==> config.mk <==
export PLATFORM = sky130hd
export DESIGN_NAME = tca_port
export DESIGN_NICKNAME = d
export VERILOG_FILES = /design/src/core/tca_port.v /design/src/core/tca_buf2.v
export VERILOG_INCLUDE_DIRS = /design/src /design/src/core
export SDC_FILE = /design/constraint.sdc
export NUM_CORES = 1
export LEC_CHECK = 0
export BUFFER_PORTS_ARGS = -buffer_cell sky130_fd_sc_hd__buf_4
export CAP_MARGIN = 15
export CORE_MARGIN = 2
export CORE_UTILIZATION = 59
export CTS_CLUSTER_DIAMETER = 40
export DETAILED_ROUTE_END_ITERATION = 12
export PLACE_DENSITY = 0.8
export SLEW_MARGIN = 10
export SYNTH_ARGS = -nofsm -noshare
export SYNTH_HDL_FRONTEND = slang
export SYNTH_SLANG_ARGS = --single-unit
==> constraint.sdc <==
create_clock -name sys_clk_i -period 3.4 [get_ports sys_clk_i]
set_input_delay 0.68 -clock sys_clk_i [delete_from_list [all_inputs] [get_ports sys_clk_i]]
set_output_delay 0.68 -clock sys_clk_i [all_outputs]
set_load 0.02 [all_outputs]
==> src/core/tca_regs.vh <==
`ifndef TCA_REGS_VH
`define TCA_REGS_VH

`define TCA_ID_FLAG_BIT   31
`define TCA_EXT_BIT       30
`define TCA_CS_BIT        29
`define TCA_DEV_MSB       28
`define TCA_DEV_LSB       24
`define TCA_RW_BIT        23
`define TCA_REG_MSB       22
`define TCA_REG_LSB       16
`define TCA_DATA_MSB      15
`define TCA_DATA_LSB      8
`define TCA_AUD_MSB       31
`define TCA_AUD_LSB       8
`define TCA_SHORT_PULSE   2'h2
`define TCA_ENTRY_FRAMES  2'h2
`define TCA_MAX_ID        6'h1e
`define TCA_BCAST_ID      5'h1f
`define TCA_NONE_ID       5'h00
`define TCA_POS_RW        5'h17
`define TCA_POS_REG_DONE  5'h10
`define TCA_POS_EARLY_OE  5'h10
`define TCA_POS_DATA_MSB  5'h0f
`define TCA_POS_DATA_END  5'h07

`endif

==> src/core/tca_port.v <==
`timescale 1ns/1ns
`default_nettype none
`include "tca_regs.vh"
module tca_port
(
    input  wire        sys_clk_i,
    input  wire        rst_b_i,
    input  wire        frame_sync_pin_i,
    input  wire        bit_clock_pin_i,
    input  wire        serial_in_pin_i,
    input  wire        chain_in_pin_i,
    input  wire        port_disable_i,
    input  wire [7:0]  rd_data_i,
    input  wire        audio_ready_i,
    output reg         serial_out_pin_o,
    output reg         serial_out_oe_o,
    output reg         chain_out_pin_o,
    output reg         tdm_cmd_audio_mode_o,
    output reg  [4:0]  dev_id_o,
    output reg         cmd_wr_o,
    output reg  [6:0]  cmd_reg_o,
    output reg  [7:0]  cmd_data_o,
    output reg         rd_req_o,
    output wire        audio_valid_o,
    output wire        audio_right_o,
    output wire [23:0] audio_data_o,
    output reg         audio_overrun_o
);
    // ------------------------------------------------------------
    // pin synchronisers and bit clock edges
    // ------------------------------------------------------------
    reg  [3:0] sync1_r;
    reg  [3:0] sync2_r;
    reg        bck_d_r;
    wire       bit_clock;
    wire       fs;
    wire       sin;
    wire       cin;
    wire       rise;
    wire       fall;

    assign bit_clock  = sync2_r[0];
    assign fs   = sync2_r[1];
    assign sin  = sync2_r[2];
    assign cin  = sync2_r[3];
    assign rise = bit_clock & ~bck_d_r;
    assign fall = ~bit_clock & bck_d_r;

    always @(posedge sys_clk_i)
    begin
        if (!rst_b_i)
        begin
            sync1_r <= 4'h0;
            sync2_r <= 4'h0;
            bck_d_r <= 1'b0;
        end
        else
        begin
            // two flops ahead of any logic that reads a pin
            sync1_r <= {chain_in_pin_i, serial_in_pin_i,
                        frame_sync_pin_i, bit_clock_pin_i};
            sync2_r <= sync1_r;
            bck_d_r <= bit_clock;
        end
    end

    // ------------------------------------------------------------
    // command decode and field count helpers
    // ------------------------------------------------------------
    // broadcast and none
    function sel_wr;
        input [31:0] w;
        input [4:0]  id;
        begin
            sel_wr = ~w[`TCA_CS_BIT] & ~w[`TCA_RW_BIT] &
                     (w[`TCA_DEV_MSB:`TCA_DEV_LSB] != `TCA_NONE_ID) &
                     ((w[`TCA_DEV_MSB:`TCA_DEV_LSB] == `TCA_BCAST_ID) |
                      (w[`TCA_DEV_MSB:`TCA_DEV_LSB] == id));
        end
    endfunction

    function [5:0] inc6;
        input [5:0] v;
        begin
            inc6 = (v == 6'h3f) ? v : v + 6'h01;
        end
    endfunction

    // ------------------------------------------------------------
    // frame state
    // ------------------------------------------------------------
    reg  [1:0]  width_r;
    reg  [1:0]  short_cnt_r;
    reg         fs_prev_r;
    reg         frame_on_r;
    reg  [4:0]  pos_r;
    reg  [5:0]  field_r;
    reg  [31:0] sh_r;
    reg         id_frame_r;
    reg         ext_frame_r;
    reg         ext_more_r;
    reg         seen_r;
    reg         grant_r;
    reg  [5:0]  grant_field_r;
    reg         rd_sel_r;
    reg  [7:0]  rd_sh_r;
    reg         push_r;
    reg  [24:0] push_d_r;

    wire [31:0] word;
    wire [8:0]  head9;
    wire        seen_now;
    wire        id_now;
    wire        ext_now;
    wire        buf_ready;
    wire        cmd_ok;
    wire [5:0]  ch_last;

    assign word     = {sh_r[30:0], sin};
    assign head9    = {sh_r[7:0], sin};
    assign seen_now = seen_r | cin;
    assign id_now   = (field_r == 6'h00) ? word[`TCA_ID_FLAG_BIT]
                                         : id_frame_r;
    assign ext_now  = (field_r == 6'h00) ?
                      (word[`TCA_EXT_BIT] & ~word[`TCA_ID_FLAG_BIT])
                      : ext_frame_r;
    assign cmd_ok   = (field_r == 6'h00) ? ~head9[8] : ext_more_r;
    assign ch_last  = grant_field_r + 6'h02;

    always @(posedge sys_clk_i)
    begin
        if (!rst_b_i)
        begin
            width_r              <= 2'h0;
            short_cnt_r          <= 2'h0;
            fs_prev_r            <= 1'b0;
            frame_on_r           <= 1'b0;
            tdm_cmd_audio_mode_o <= 1'b0;
            pos_r                <= 5'h1f;
            field_r              <= 6'h00;
            sh_r                 <= 32'h0;
            id_frame_r           <= 1'b0;
            ext_frame_r          <= 1'b0;
            ext_more_r           <= 1'b0;
            seen_r               <= 1'b0;
            grant_r              <= 1'b0;
            grant_field_r        <= 6'h00;
            dev_id_o             <= `TCA_NONE_ID;
            cmd_wr_o             <= 1'b0;
            cmd_reg_o            <= 7'h00;
            cmd_data_o           <= 8'h00;
            rd_req_o             <= 1'b0;
            rd_sel_r             <= 1'b0;
            push_r               <= 1'b0;
            push_d_r             <= 25'h0;
        end
        else
        begin
            cmd_wr_o <= 1'b0;
            rd_req_o <= 1'b0;
            push_r   <= 1'b0;
            if (rise)
            begin
                fs_prev_r <= fs;
                if (fs && !fs_prev_r)
                begin
                    // frame active only if mode already on
                    width_r     <= 2'h1;
                    frame_on_r  <= tdm_cmd_audio_mode_o;
                    pos_r       <= 5'h1e;
                    field_r     <= 6'h00;
                    sh_r        <= {31'h0, sin};
                    seen_r      <= cin;
                    grant_r     <= 1'b0;
                    id_frame_r  <= 1'b0;
                    ext_frame_r <= 1'b0;
                    ext_more_r  <= 1'b0;
                    rd_sel_r    <= 1'b0;
                end
                else
                begin
                    if (fs && width_r != 2'h3)
                        width_r <= width_r + 2'h1;
                    if (!fs && fs_prev_r)
                    begin
                        if (width_r == `TCA_SHORT_PULSE)
                        begin
                            if (short_cnt_r + 2'h1 >= `TCA_ENTRY_FRAMES)
                                tdm_cmd_audio_mode_o <= 1'b1;
                            if (short_cnt_r != `TCA_ENTRY_FRAMES)
                                short_cnt_r <= short_cnt_r + 2'h1;
                        end
                        else
                        begin
                            short_cnt_r          <= 2'h0;
                            tdm_cmd_audio_mode_o <= 1'b0;
                            frame_on_r           <= 1'b0;
                        end
                    end
                    sh_r   <= word;
                    pos_r  <= pos_r - 5'h01;
                    seen_r <= seen_now;
                    if (frame_on_r && pos_r == `TCA_POS_RW)
                    begin
                        // read target known after rw bit
                        rd_sel_r <= cmd_ok & ~head9[6] & head9[0] &
                                    (dev_id_o != `TCA_NONE_ID) &
                                    (head9[5:1] == dev_id_o);
                    end
                    if (frame_on_r && rd_sel_r &&
                        pos_r == `TCA_POS_REG_DONE)
                    begin
                        rd_req_o  <= 1'b1;
                        cmd_reg_o <= word[6:0];
                    end
                    if (frame_on_r && pos_r == 5'h00)
                    begin
                        field_r <= inc6(field_r);
                        seen_r  <= 1'b0;
                        if (field_r == 6'h00)
                        begin
                            id_frame_r  <= word[`TCA_ID_FLAG_BIT];
                            ext_frame_r <= ext_now;
                            ext_more_r  <= ext_now;
                        end
                        else if (ext_more_r)
                            ext_more_r <= word[`TCA_EXT_BIT];
                        // act on command and extended fields
                        // field 0 holds a command unless its id flag is set; later fields
                        // only while the field before had its extension bit set
                        if ((field_r == 6'h00 || ext_more_r) &&
                            !(field_r == 6'h00 && word[`TCA_ID_FLAG_BIT]) &&
                            sel_wr(word, dev_id_o))
                        begin
                            cmd_wr_o   <= 1'b1;
                            cmd_reg_o  <= word[`TCA_REG_MSB:`TCA_REG_LSB];
                            cmd_data_o <= word[`TCA_DATA_MSB:`TCA_DATA_LSB];
                        end
                        // chain input seen during this field
                        if (!ext_now && seen_now && !grant_r)
                        begin
                            grant_r       <= 1'b1;
                            grant_field_r <= field_r;
                            // limit to 30, head gets 1
                            if (id_now && inc6(field_r) <= `TCA_MAX_ID)
                                dev_id_o <= field_r[4:0] + 5'h01;
                        end
                        // our channels only while port enabled
                        if (!ext_now && !id_now && grant_r &&
                            !port_disable_i &&
                            (field_r == grant_field_r + 6'h01 ||
                             field_r == ch_last))
                        begin
                            push_r   <= 1'b1;
                            push_d_r <= {field_r == ch_last,
                                         word[`TCA_AUD_MSB:`TCA_AUD_LSB]};
                        end
                    end
                end
            end
        end
    end

    // ------------------------------------------------------------
    // read data output, chain output and overrun flag
    // ------------------------------------------------------------
    always @(posedge sys_clk_i)
    begin
        if (!rst_b_i)
        begin
            serial_out_pin_o <= 1'b0;
            serial_out_oe_o  <= 1'b0;
            rd_sh_r          <= 8'h00;
            chain_out_pin_o  <= 1'b0;
            audio_overrun_o  <= 1'b0;
        end
        else
        begin
            // a word meeting a full buffer is dropped and flagged
            audio_overrun_o <= push_r & ~buf_ready;
            if (fall)
            begin
                if (!rd_sel_r || !frame_on_r ||
                    pos_r == `TCA_POS_DATA_END)
                begin
                    serial_out_oe_o  <= 1'b0;
                    serial_out_pin_o <= 1'b0;
                end
                else if (pos_r == `TCA_POS_EARLY_OE)
                begin
                    serial_out_oe_o  <= 1'b1;
                    serial_out_pin_o <= 1'b0;
                end
                else if (pos_r == `TCA_POS_DATA_MSB)
                begin
                    rd_sh_r          <= rd_data_i;
                    serial_out_pin_o <= rd_data_i[7];
                end
                // pos_r 14..8 picks data bits 6..0
                else if (pos_r > `TCA_POS_DATA_END &&
                         pos_r < `TCA_POS_DATA_MSB)
                    serial_out_pin_o <= rd_sh_r[pos_r[2:0]];
            end
            if (!frame_on_r || ext_frame_r)
                chain_out_pin_o <= 1'b0;
            else if (id_frame_r)
                chain_out_pin_o <= grant_r && field_r > grant_field_r;
            // skipped device hands the chain input straight on
            else if (port_disable_i)
                chain_out_pin_o <= cin;
            else
                chain_out_pin_o <= grant_r && field_r == ch_last;
        end
    end

    // ------------------------------------------------------------
    // audio word buffer
    // ------------------------------------------------------------
    tca_buf2 u_buf
    (
        .sys_clk_i   (sys_clk_i),
        .rst_b_i     (rst_b_i),
        .in_valid_i  (push_r),
        .in_data_i   (push_d_r),
        .in_ready_o  (buf_ready),
        .out_valid_o (audio_valid_o),
        .out_data_o  ({audio_right_o, audio_data_o}),
        .out_ready_i (audio_ready_i)
    );
endmodule
`default_nettype wire

==> src/core/tca_buf2.v <==
`timescale 1ns/1ns
`default_nettype none
// ----------------------------------------------------------------
// two-entry buffer: output stage plus one spare stage
// ----------------------------------------------------------------
module tca_buf2
(
    input  wire        sys_clk_i,
    input  wire        rst_b_i,
    input  wire        in_valid_i,
    input  wire [24:0] in_data_i,
    output wire        in_ready_o,
    output reg         out_valid_o,
    output reg  [24:0] out_data_o,
    input  wire        out_ready_i
);
    reg        spare_v_r;
    reg [24:0] spare_d_r;
    wire       take;

    assign in_ready_o = ~spare_v_r;
    assign take       = in_valid_i & ~spare_v_r;

    always @(posedge sys_clk_i)
    begin
        if (!rst_b_i)
        begin
            out_valid_o <= 1'b0;
            out_data_o  <= 25'h0;
            spare_v_r   <= 1'b0;
            spare_d_r   <= 25'h0;
        end
        else if (!out_valid_o || out_ready_i)
        begin
            if (spare_v_r)
            begin
                out_valid_o <= 1'b1;
                out_data_o  <= spare_d_r;
                spare_v_r   <= take;
                if (take)
                    spare_d_r <= in_data_i;
            end
            else
            begin
                out_valid_o <= take;
                if (take)
                    out_data_o <= in_data_i;
            end
        end
        else if (take)
        begin
            spare_v_r <= 1'b1;
            spare_d_r <= in_data_i;
        end
    end
endmodule
`default_nettype wire

Word-level counts from Yosys, hierarchy flattened
Index checks and enable logic that the tools add are counted.
{"block": "word_totals", "register_bits": 182, "latch_bits": 0, "ram_bits": 0, "romBits": 0, "input_bits": 16, "n_memories": 0}
{"block": "op_classes", "addsub": 7, "mul": 0, "n_div": 0, "order_cmp": 6, "eq_ne": 17, "n_shift": 0, "muxes": 58, "bitwise": 28, "reduce_logical": 70}
{"op": "25-bit 2-to-1 mux", "n": 5}
{"op": "1-bit 2-to-1 mux", "n": 40}
{"op": "31-bit 2-to-1 mux", "n": 1}
{"op": "4-bit AND reduction", "n": 6}
{"op": "7-bit 2-to-1 mux", "n": 3}
{"op": "1-bit logical AND", "n": 20}
{"op": "6-bit 2-to-1 mux", "n": 3}
{"op": "2-bit nonzero test", "n": 9}
{"op": "5-bit equality test (second input constant)", "n": 3}
{"op": "1-bit inverter", "n": 14}
{"op": "2-bit AND reduction", "n": 7}
{"op": "6-bit by 1-bit adder with 6-bit output (second input constant)", "n": 2}
{"op": "1-bit bitwise AND", "n": 12}
{"op": "6-bit equality test", "n": 2}
{"op": "5-bit equality test", "n": 2}
{"op": "1-bit logical NOT", "n": 10}
{"op": "5-bit nonzero test", "n": 2}
{"op": "3-bit AND reduction", "n": 3}
{"op": "2-bit 2-to-1 mux", "n": 4}
{"op": "6-bit by 2-bit adder with 6-bit output (second input constant)", "n": 1}
{"op": "6-bit equality test (second input constant)", "n": 1}
{"op": "6-bit greater-than comparator", "n": 1}
{"op": "6-bit by 5-bit <= comparator with 1-bit output (second input constant)", "n": 1}
{"op": "6-bit logical NOT", "n": 1}
{"op": "other kinds (22)", "n": 33}

Logic depth before layout (Yosys ltp)
Gate-level depths: netlist of the first run.
{"block": "depth", "word_depth": 9, "mapped_depth": 10, "mapped_depth_nobuf": 8}

Cells and area by module
Synthesis of the first run repeated with hierarchy kept, for this count alone.
{"block": "hier_totals", "hier_cells": 1032, "area_unflattened_um2": 8994.9}
{"mod": "tca_port", "n_inst": 1, "cells_per_inst": 798, "area_each_um2": 6746.5, "seq_area_each_um2": 2602.5}
{"mod": "tca_buf2", "n_inst": 1, "cells_per_inst": 234, "area_each_um2": 2248.4, "seq_area_each_um2": 1041.0}

Least setup slack after synthesis of the first run
Ideal clock, no wire load.
{"block": "synth_timing", "path_type": "reg2reg", "startpoint": "reg field_r[0]", "endpoint": "reg cmd_data_o[0]", "arrival_time_ns": 2.385, "required_ns": 3.281, "slack_ns": 0.896, "stages_incl_launch_ff": 10, "period_less_slack_ns": 2.504, "cell_sequence": "dfxtp_1 > inv_1 > ha_1 > or4b_4 > or3_1 > a221o_1 > buf_6 > or3_1 > buf_6 > mux2i_1"}
{"block": "synth_between", "elab_chain_cells": 6}
{"item": "from (decl)", "line_no": "tca_port.v:97", "source": "reg [5:0] field_r;"}
{"item": "from (signal assigned)", "line_no": "tca_port.v:218", "source": "field_r <= inc6(field_r);"}
{"item": "6-bit logical NOT *", "line_no": "tca_port.v:231, tca_port.v:232"}
{"item": "1-bit logical AND", "line_no": "tca_port.v:232", "source": "!(field_r == 6'h00 && word[`TCA_ID_FLAG_BIT]) &&"}
{"item": "1-bit logical NOT", "line_no": "tca_port.v:232"}
{"item": "1-bit logical AND * (2 in series)", "line_no": "tca_port.v:231", "source": "if ((field_r == 6'h00 || ext_more_r) &&"}
{"item": "4-bit AND reduction (no source line) *"}
{"item": "to (signal assigned)", "line_no": "tca_port.v:237", "source": "cmd_data_o <= word[`TCA_DATA_MSB:`TCA_DATA_LSB];"}
{"item": "to (decl)", "line_no": "tca_port.v:22", "source": "output reg [7:0] cmd_data_o,"}
Mark *: on every way between the ends. The rest lies on a longest branch, timed or not.
A chain may end at the register's enable or synchronous reset.

Worst setup path in the final report of the first run
{"block": "layout_timing", "startpoint": "reg field_r[0]", "endpoint": "reg dev_id_o[2]"}
{"block": "layout_between", "elab_chain_cells": 6}
{"item": "branches (longest 6 deep; another with 6-bit by 1-bit adder with 6-bit output)"}
{"item": "to (signal assigned)", "line_no": "tca_port.v:148", "source": "dev_id_o <= `TCA_NONE_ID;"}
{"item": "to (signal assigned)", "line_no": "tca_port.v:246", "source": "dev_id_o <= field_r[4:0] + 5'h01;"}
{"item": "to (decl)", "line_no": "tca_port.v:19", "source": "output reg [4:0] dev_id_o,"}
Parallel ways; which one is timed is not known.

==> impl_metrics.yaml, run 1 <==
run_status:
  status: "finished, final reports clean"
drt:
  wl_per_cell_um: 15.17
  via_per_inst: 5.706
  met3_length_um: 706
  drt_pass1_iterations: 7
  drc: 0
  num_vias: 6299
  wl_met2_um: 7963
  drt-met1-wl_um: 7778
  top_layer_used: "met4"
  drt_wl_total_um: 16750
  drtAntennaViolNets: 0
  drt_iter0_markers: 492
clocking:
  cts_setup_buffers: 0
  clk_latency_ns: 0.43
  cts-root-buf: "clkbuf_16"
  cts_buffers: 17
  cts.sinks: 182
  cts_hold_buf: 0
  cts_tree: "built"
  ctsHtreeMaxLevel: 4
  cts-resized-gates: 0
  cts.path.max_buffers: 2
  path_clk_slew_ns: 0.07
cells_and_area:
  layout_common_cells: "dfxtp_1 (182), nand2_1 (111), buf_4 (83), nor2_1 (71), mux2i_1 (70)"
  fill_cells: 1059
  multi_input_area_um2: 3902
  antenna_cells: 0
  nets: 949
  drive_gt1_share_pct: 14.33
  register_area_um2: 3643
  area_growth_pct: 15.37
  layout_commonest_cell: "dfxtp_1"
  final_area_um2: 9082
  finish.utilization_pct: 69.13
timing:
  finalSetupTns_ns: 0
  fin_crit_ns: 2.844
  max_freq_ghz: 0.3516
  post-route-period-util_pct: 83.65
  worst_slew_pin_slew_ns: 0.9708
  final-max-slew-violation-count: 0
  finClkSkew_ns: 0.01051
  hold_slack_ns: 0.4340
  finalSetupViolCount: 0
  rsz0062_at_grt: "no"
  relSlewSlack_pct: 35.14
  hold_viol: 0
floorplanning:
  start_util_pct: 59.92
  io_pins: 69
  dieWidth_um: 119.5
  core_um2: 13140
  die-area_um2: 14280
  core.rowCount: 42
  die_h_um: 119.5
logic_synthesis:
  avgSynthCellArea_um2: 8.997
  syn_nets: 909
  yosysWarnings: 0
  synth_ff_type: "dfxtp_1"
  synth_edf_count: 0
  syn_inst: 875
  seq_area_frac_synth_pct: 46.28
  ys_types: 57
  ys_seq_elements: 182
  async_flop_share_pct: 0
  syn_area_um2: 7873
worst_hold_path:
  hold_depth: 1
  hp-class: "flop to flop"
global_routing:
  grt_max_degree: 59
  track_usage_pct: 24.44
  antenna_found_initial: 0
  grt_pass1_vias: 5863
  grt_overflow_total: 0
  grt_pass1_wl_um: 28340
placement:
  io_buffers: 68
  dp_hpwl_um: 11370
  finalWeightedCongestion: 0.9481
  dpl_cell_area_um2: 8464
critical_path:
  cp_data_required_time_ns: 3.71
  path_class: "flop to flop"
  cp_max_fo: 7
  rr_worst_depth: 9
  worst_ep_arrival_time_ns: 3.15
  setup.worst_path.end_class: "flop"
  worst_setup_path_start_kind: "flop"
power_and_ir_drop:
  ir_worst_vdd_mv: 0.3590
  powerDensity_nw_per_um2: 474.0
  leakagePower_nw: 3.559
flow_run:
  maxCapViolCount: 0
## logic make-up after synthesis
logic type	synth area share, %
simple gates	16.26
compound gates	16.67
flops	46.28
buf+inv	4.307
mux	10.19
xor+xnor	3.306
fa+ha+maj	2.988
## registers in the layout, summed over array words and instances (netlist names), 4 cells and up
name / cells
rd_sh_r: 8
sh_r: 31
sync2_r: 4
dev_id_o: 5
cmd_data_o: 8
push_d_r: 25
pos_r: 5
u_buf.spare_d_r: 25
grant_field_r: 6
u_buf.out_data_o: 25
sync1_r: 4
cmd_reg_o: 7
field_r: 6
## metrics by stage
step | instances | total power [W] | setup WS [ns]
after CTS | 1104 | 0.004331 | 0.5927
after global routing | 1104 | 0.004433 | 0.2640
after detailed placement | 1072 | 0.002310 | 0.6775
after floorplan | 875 | 0.002266 | 0.8965
after global placement | 1072 | 0.002309 | 0.7613
final | 1104 | 0.004305 | 0.5558
## final cells by class
class,instances,area share (%)
Inverter,20,0.8266
Sequential cell,182,40.12
Timing Repair Buffer,83,6.860
Clock inverter,15,2.122
Tap cell,176,2.425
Multi-Input combinational cell,611,42.97
Clock buffer,17,4.684
## routing by layer
metal	vias to the layer above	global-route usage [%]
li1	3153	-
met1	2970	32.39
met2	144	39.50
met3	32	5.323
met4	0	8.750
met5	-	0
## path summary, 6_finish.rpt
path                               endpoint  slack (ns)  startpoint
worst max-delay path            dev_id_o[2]        0.56  field_r[0]
worst min-delay path             sync2_r[3]        0.43  sync1_r[3]
worst max register to register  dev_id_o[2]        0.56  field_r[0]
worst min register to register   sync2_r[3]        0.43  sync1_r[3]
## synthesized netlist by cell type (13+ instances only)
cell	n	area [um^2]
and2_1	13	81.33
o21ai_0	45	225.2
inv_1	20	75.07
a21oi_1	68	340.3
clkbuf_1	52	195.2
a211oi_1	28	210.2
a22o_1	28	245.2
ha_1	18	225.2
nor2_1	72	270.3
nand2_1	111	416.7
xor2_1	16	140.1
mux2i_1	70	700.7
nand3_1	29	145.1
dfxtp_1	182	3643
## critical path, cell delays in order, from the launching register on
cell       delay (ns)
dfxtp_1          0.35
inv_1            0.13
ha_1             0.15
or4b_4           0.49
nand2b_4         0.18
a2111oi_0        0.61
nor3b_1          0.27
buf_4            0.23
nand2_2          0.14
mux2i_1          0.17
## report_power, final
group          internal [W]  switching (W)
combinational     0.0000388      0.0000727
sequential          0.00214     0.00000991
clock               0.00117       0.000868
total               0.00335       0.000951
Note: power is estimated with default switching activity, not from simulation.
==> inputs of run 2 (changes only) <==
clock period = 2.9 ns   (was 3.4 ns; I/O delays follow)
==> run 2 against run 1 <==
Critical path depth stayed put; sequential power is 17% higher; sequential share of layout area hardly changed; routed wire length is 1.7% higher; combinational power is 21% higher; first-iteration DRC count is 9.8% higher; maximum frequency is 4.2% higher; utilization hardly changed; via count is 0.48% higher; final cell count is 0.72% higher; count of clock-buffer cells in the layout is 4 higher; worst setup slack worse by 0.39 ns; critical path type unchanged; critical endpoint is now dev_id_o[3].
==> impl_metrics.yaml, run 2 (same netlist as run 1, synthesis figures left out) <==
run_status:
  status: "finished, final reports clean"
power_and_ir_drop:
  powerDensity_nw_per_um2: 526.6
  leakagePower_nw: 3.578
  total_power_w: 0.004785
  ir_worst_vdd_mv: 0.3612
critical_path:
  rr_startpoint: "field_r[0]"
  critPathSlowestCell: "a2111oi_0"
  path_class: "flop to flop"
  cp_data_required_time_ns: 3.21
  critPathMaxStageDelay_ns: 0.57
  cp-startpoint: "field_r[0]"
  worst_ep_arrival_time_ns: 3.04
  cp_max_fo: 7
  setup.worst_path.end_class: "flop"
  crit_chain: "inv_1, ha_1, or4b_4, nand2b_4, a2111oi_0, nor3b_1, buf_4, nand2_2, mux2i_1"
  rr_worst_depth: 9
  worst_setup_path_start_kind: "flop"
placement:
  dp_hpwl_um: 11280
  finalWeightedCongestion: 0.8489
  dp.cells: 1080
  io_buffers: 68
  dpl_cell_area_um2: 8537
drt:
  drt_wl_total_um: 17040
  drc: 0
  drt_pass1_iterations: 5
  drt_iter0_markers: 540
  num_vias: 6329
  drtAntennaViolNets: 0
  via_per_inst: 5.692
  wl_per_cell_um: 15.33
cells_and_area:
  fill_cells: 1078
  layout_commonest_cell: "dfxtp_1"
  area_growth_pct: 15.42
  layout_common_cells: "dfxtp_1 (182), nand2_1 (111), buf_4 (90), nor2_1 (71), mux2i_1 (70)"
  drive_gt1_share_pct: 15.06
  nets: 957
  finish.utilization_pct: 69.16
  register_area_um2: 3643
  multi_input_area_um2: 3908
  largest_register_ffs: 31
  antenna_cells: 0
  regMostFlops: "sh_r"
  layout.cells.non_filler: 1112
  final_area_um2: 9086
timing:
  finalSetupViolCount: 0
  relSlewSlack_pct: 54.79
  worst_slew_pin_slew_ns: 0.6711
  rsz0062_at_grt: "no"
  max_freq_ghz: 0.3662
  fin_crit_ns: 2.730
  hold_viol: 0
  final-max-slew-violation-count: 0
  finClkSkew_ns: 0.006948
  finalSetupTns_ns: 0
  post-route-period-util_pct: 94.16
global_routing:
  grt_max_degree: 102
  grt_overflow_total: 0
  grt_pass1_vias: 5879
  grt_pass1_wl_um: 28580
  track_usage_pct: 24.61
  antenna_found_initial: 0
clocking:
  cts_tree: "built"
  cts.path.max_buffers: 2
  clk_latency_ns: 0.43
  cts.sinks: 182
  ctsHtreeMaxLevel: 4
  cts_buffers: 17
  path_clk_slew_ns: 0.06
  cts_hold_buf: 0
  cts_setup_buffers: 0
  cts-resized-gates: 0
  cts-root-buf: "clkbuf_16"
worst_hold_path:
  hp-class: "primary input to flop"
  hold_depth: 2
  hp-start: "frame_sync_pin_i"
floorplanning:
  io_pins: 69
  die_h_um: 119.5
  core_um2: 13140
  start_util_pct: 59.92
  die-area_um2: 14280
  dieWidth_um: 119.5
  core.rowCount: 42
flow_run:
  maxCapViolCount: 0
## run 2: stage by stage
step / hold slack, ns / setup slack, ns
after floorplan: 0.4119 / 0.3965
after global placement: 0.4143 / 0.1265
after detailed placement: 0.4199 / 0.06786
after CTS: 0.3472 / 0.01844
after global routing: 0.3526 / 0.02254
final: 0.3576 / 0.1695
## run 2: critical path, delay by kind of cell (launching register included)
| family | cells | cell delay, ns |
|---|---|---|
| adder cells (fa/ha/maj) | 1 | 0.16 |
| flip-flops | 1 | 0.31 |
| buffers and inverters | 2 | 0.33 |
| AND/OR/NAND/NOR | 4 | 1.08 |
| multiplexers | 1 | 0.16 |
| AO/OA/AOI/OAI | 1 | 0.57 |
## run 2: final timing paths
path / endpoint / slack, ns
max: dev_id_o[3] / 0.17
min: sync1_r[1] / 0.36
max reg2reg: dev_id_o[3] / 0.17
min reg2reg: sync2_r[1] / 0.43
## run 2: routing by layer
layer	vias to the layer above	global-route usage, %	routed length, um
li1	3185	-	-
met1	2936	32.55	7859
met2	184	40.71	8112
met3	24	5.086	783
met4	0	7.426	288
met5	-	0	0
## run 2: power by group
| part | total, W | leakage (nW) | internal (W) | switching, W |
|---|---|---|---|---|
| Clock | 0.00213 | 0.265 | 0.00116 | 0.000965 |
| Combinational | 0.000135 | 1.84 | 0.0000483 | 0.0000864 |
| Sequential | 0.00252 | 1.47 | 0.00251 | 0.0000114 |
## run 2: cell type report
cell class / instances / share of cell area (%)
Clock inverter: 11 / 0.8124
Tap cell: 176 / 2.424
Inverter: 20 / 0.8262
Timing Repair Buffer: 91 / 7.656
Sequential cell: 182 / 40.10
Clock buffer: 21 / 5.178
Multi-Input combinational cell: 611 / 43.00
==> inputs of run 3 (changes only) <==
PLACE_DENSITY = 0.86   (was 0.8)
==> run 3 against run 2 <==
Final cell count fell by 0.18%; critical endpoint is now cmd_data_o[3]; die area did not move; via count rose by 1.6%; count of clock-buffer cells in the layout did not move.
==> impl_metrics.yaml, run 3 (same netlist as run 1, synthesis figures left out) <==
cells_and_area:
  finish.utilization_pct: 69.43
  area_growth_pct: 15.86
  nets: 956
  multi_input_area_um2: 3914
  drive_gt1_share_pct: 14.78
  final_area_um2: 9121
  largest_register_ffs: 31
  layout_commonest_cell: "dfxtp_1"
  register_area_um2: 3643
  antenna_cells: 0
  regMostFlops: "sh_r"
  layout_common_cells: "dfxtp_1 (182), nand2_1 (111), buf_4 (89), nor2_1 (71), mux2i_1 (70)"
  fill_cells: 1020
global_routing:
  use_met1_pct: 32.84
  grt_pass1_wl_um: 29100
  grtUsageMet3_pct: 4.848
  grt_pass1_vias: 5969
  grt_busiest_layer: "met2"
  antenna_found_initial: 0
  track_usage_pct: 25.00
  grt_overflow_total: 0
  grt_max_degree: 81
  use_met2_pct: 40.57
timing:
  final-max-slew-violation-count: 0
  finalSetupTns_ns: 0
  hold_viol: 0
  max_freq_ghz: 0.3617
  worst_slew_pin_slew_ns: 0.9337
  hold_slack_ns: 0.3529
  finalSetupViolCount: 0
  finClkSkew_ns: 0.007968
  relSlewSlack_pct: 37.60
  fin_crit_ns: 2.765
  post-route-period-util_pct: 95.34
  rsz0062_at_grt: "no"
power_and_ir_drop:
  leakagePower_nw: 3.593
  ir_worst_vdd_mv: 0.3925
  powerDensity_nw_per_um2: 541.8
  total_power_w: 0.004942
critical_path:
  setup.worst_path.end_class: "flop"
  path_class: "flop to flop"
  worst_setup_path_start_kind: "flop"
  worst_ep_arrival_time_ns: 3.07
  cp_max_fo: 9
  cp_data_required_time_ns: 3.20
run_status:
  status: "finished, final reports clean"
placement:
  dp_hpwl_um: 11670
  dpl_cell_area_um2: 8534
  finalWeightedCongestion: 0.8624
  io_buffers: 68
drt:
  num_vias: 6430
  via_per_inst: 5.793
  wl_per_cell_um: 15.75
  drt_pass1_iterations: 5
  drtAntennaViolNets: 0
  drt_iter0_markers: 621
  drt_wl_total_um: 17480
  drc: 0
clocking:
  ctsHtreeMaxLevel: 4
  cts_setup_buffers: 0
  cts_hold_buf: 0
  cts.sinks: 182
  clk_latency_ns: 0.43
  cts.path.max_buffers: 2
  path_clk_slew_ns: 0.07
  cts_buffers: 17
  cts_tree: "built"
  cts-resized-gates: 1
  cts-root-buf: "clkbuf_16"
floorplanning:
  dieWidth_um: 119.5
  die-area_um2: 14280
  core.rowCount: 42
  start_util_pct: 59.92
  io_pins: 69
  die_h_um: 119.5
  core_um2: 13140
flow_run:
  maxCapViolCount: 0
worst_hold_path:
  hp-class: "primary input to flop"
-- run 3: area by class of cell --
cell class | instances | area share (%)
sequential | 182 | 39.95
clock inverter | 10 | 1.317
multi-input combinational | 611 | 42.91
inverter | 20 | 0.8230
timing repair buffer | 90 | 7.545
tap | 176 | 2.414
clock buffer | 21 | 5.048
-- run 3: through the flow --
stage               cells  setup slack [ns]
global route         1110           0.04186
global placement     1079            0.1154
floorplan             875            0.3965
detailed placement   1079           0.01700
CTS                  1110            0.1366
finish               1110            0.1351
-- run 3: worst max-delay path, stage by stage (launching register included) --
cell	delay, ns
dfxtp_1	0.36
inv_1	0.15
ha_1	0.16
or4b_4	0.49
or3_1	0.35
a221o_1	0.35
or3_1	0.56
mux2i_1	0.20
-- run 3: per-layer routing --
| layer | up-vias | wire [um] |
|---|---|---|
| met4 | 0 | 420 |
| met1 | 2984 | 7693 |
| li1 | 3181 | - |
| met5 | - | 0 |
| met3 | 38 | 914 |
| met2 | 227 | 8453 |
-- run 3: path summary, 6_finish.rpt --
path                    from            end  slack [ns]  depth (start not counted)
max               field_r[0]  cmd_data_o[3]        0.14                          7
min          serial_in_pin_i     sync1_r[2]        0.35                          2
max reg2reg       field_r[0]  cmd_data_o[3]        0.14                          7
min reg2reg       sync1_r[3]     sync2_r[3]        0.44                          1
-- run 3: power by group --
group	internal [W]	switching (W)
clock	0.00132	0.000967
combinational	0.0000478	0.0000863
sequential	0.00251	0.0000115
total	0.00388	0.00106
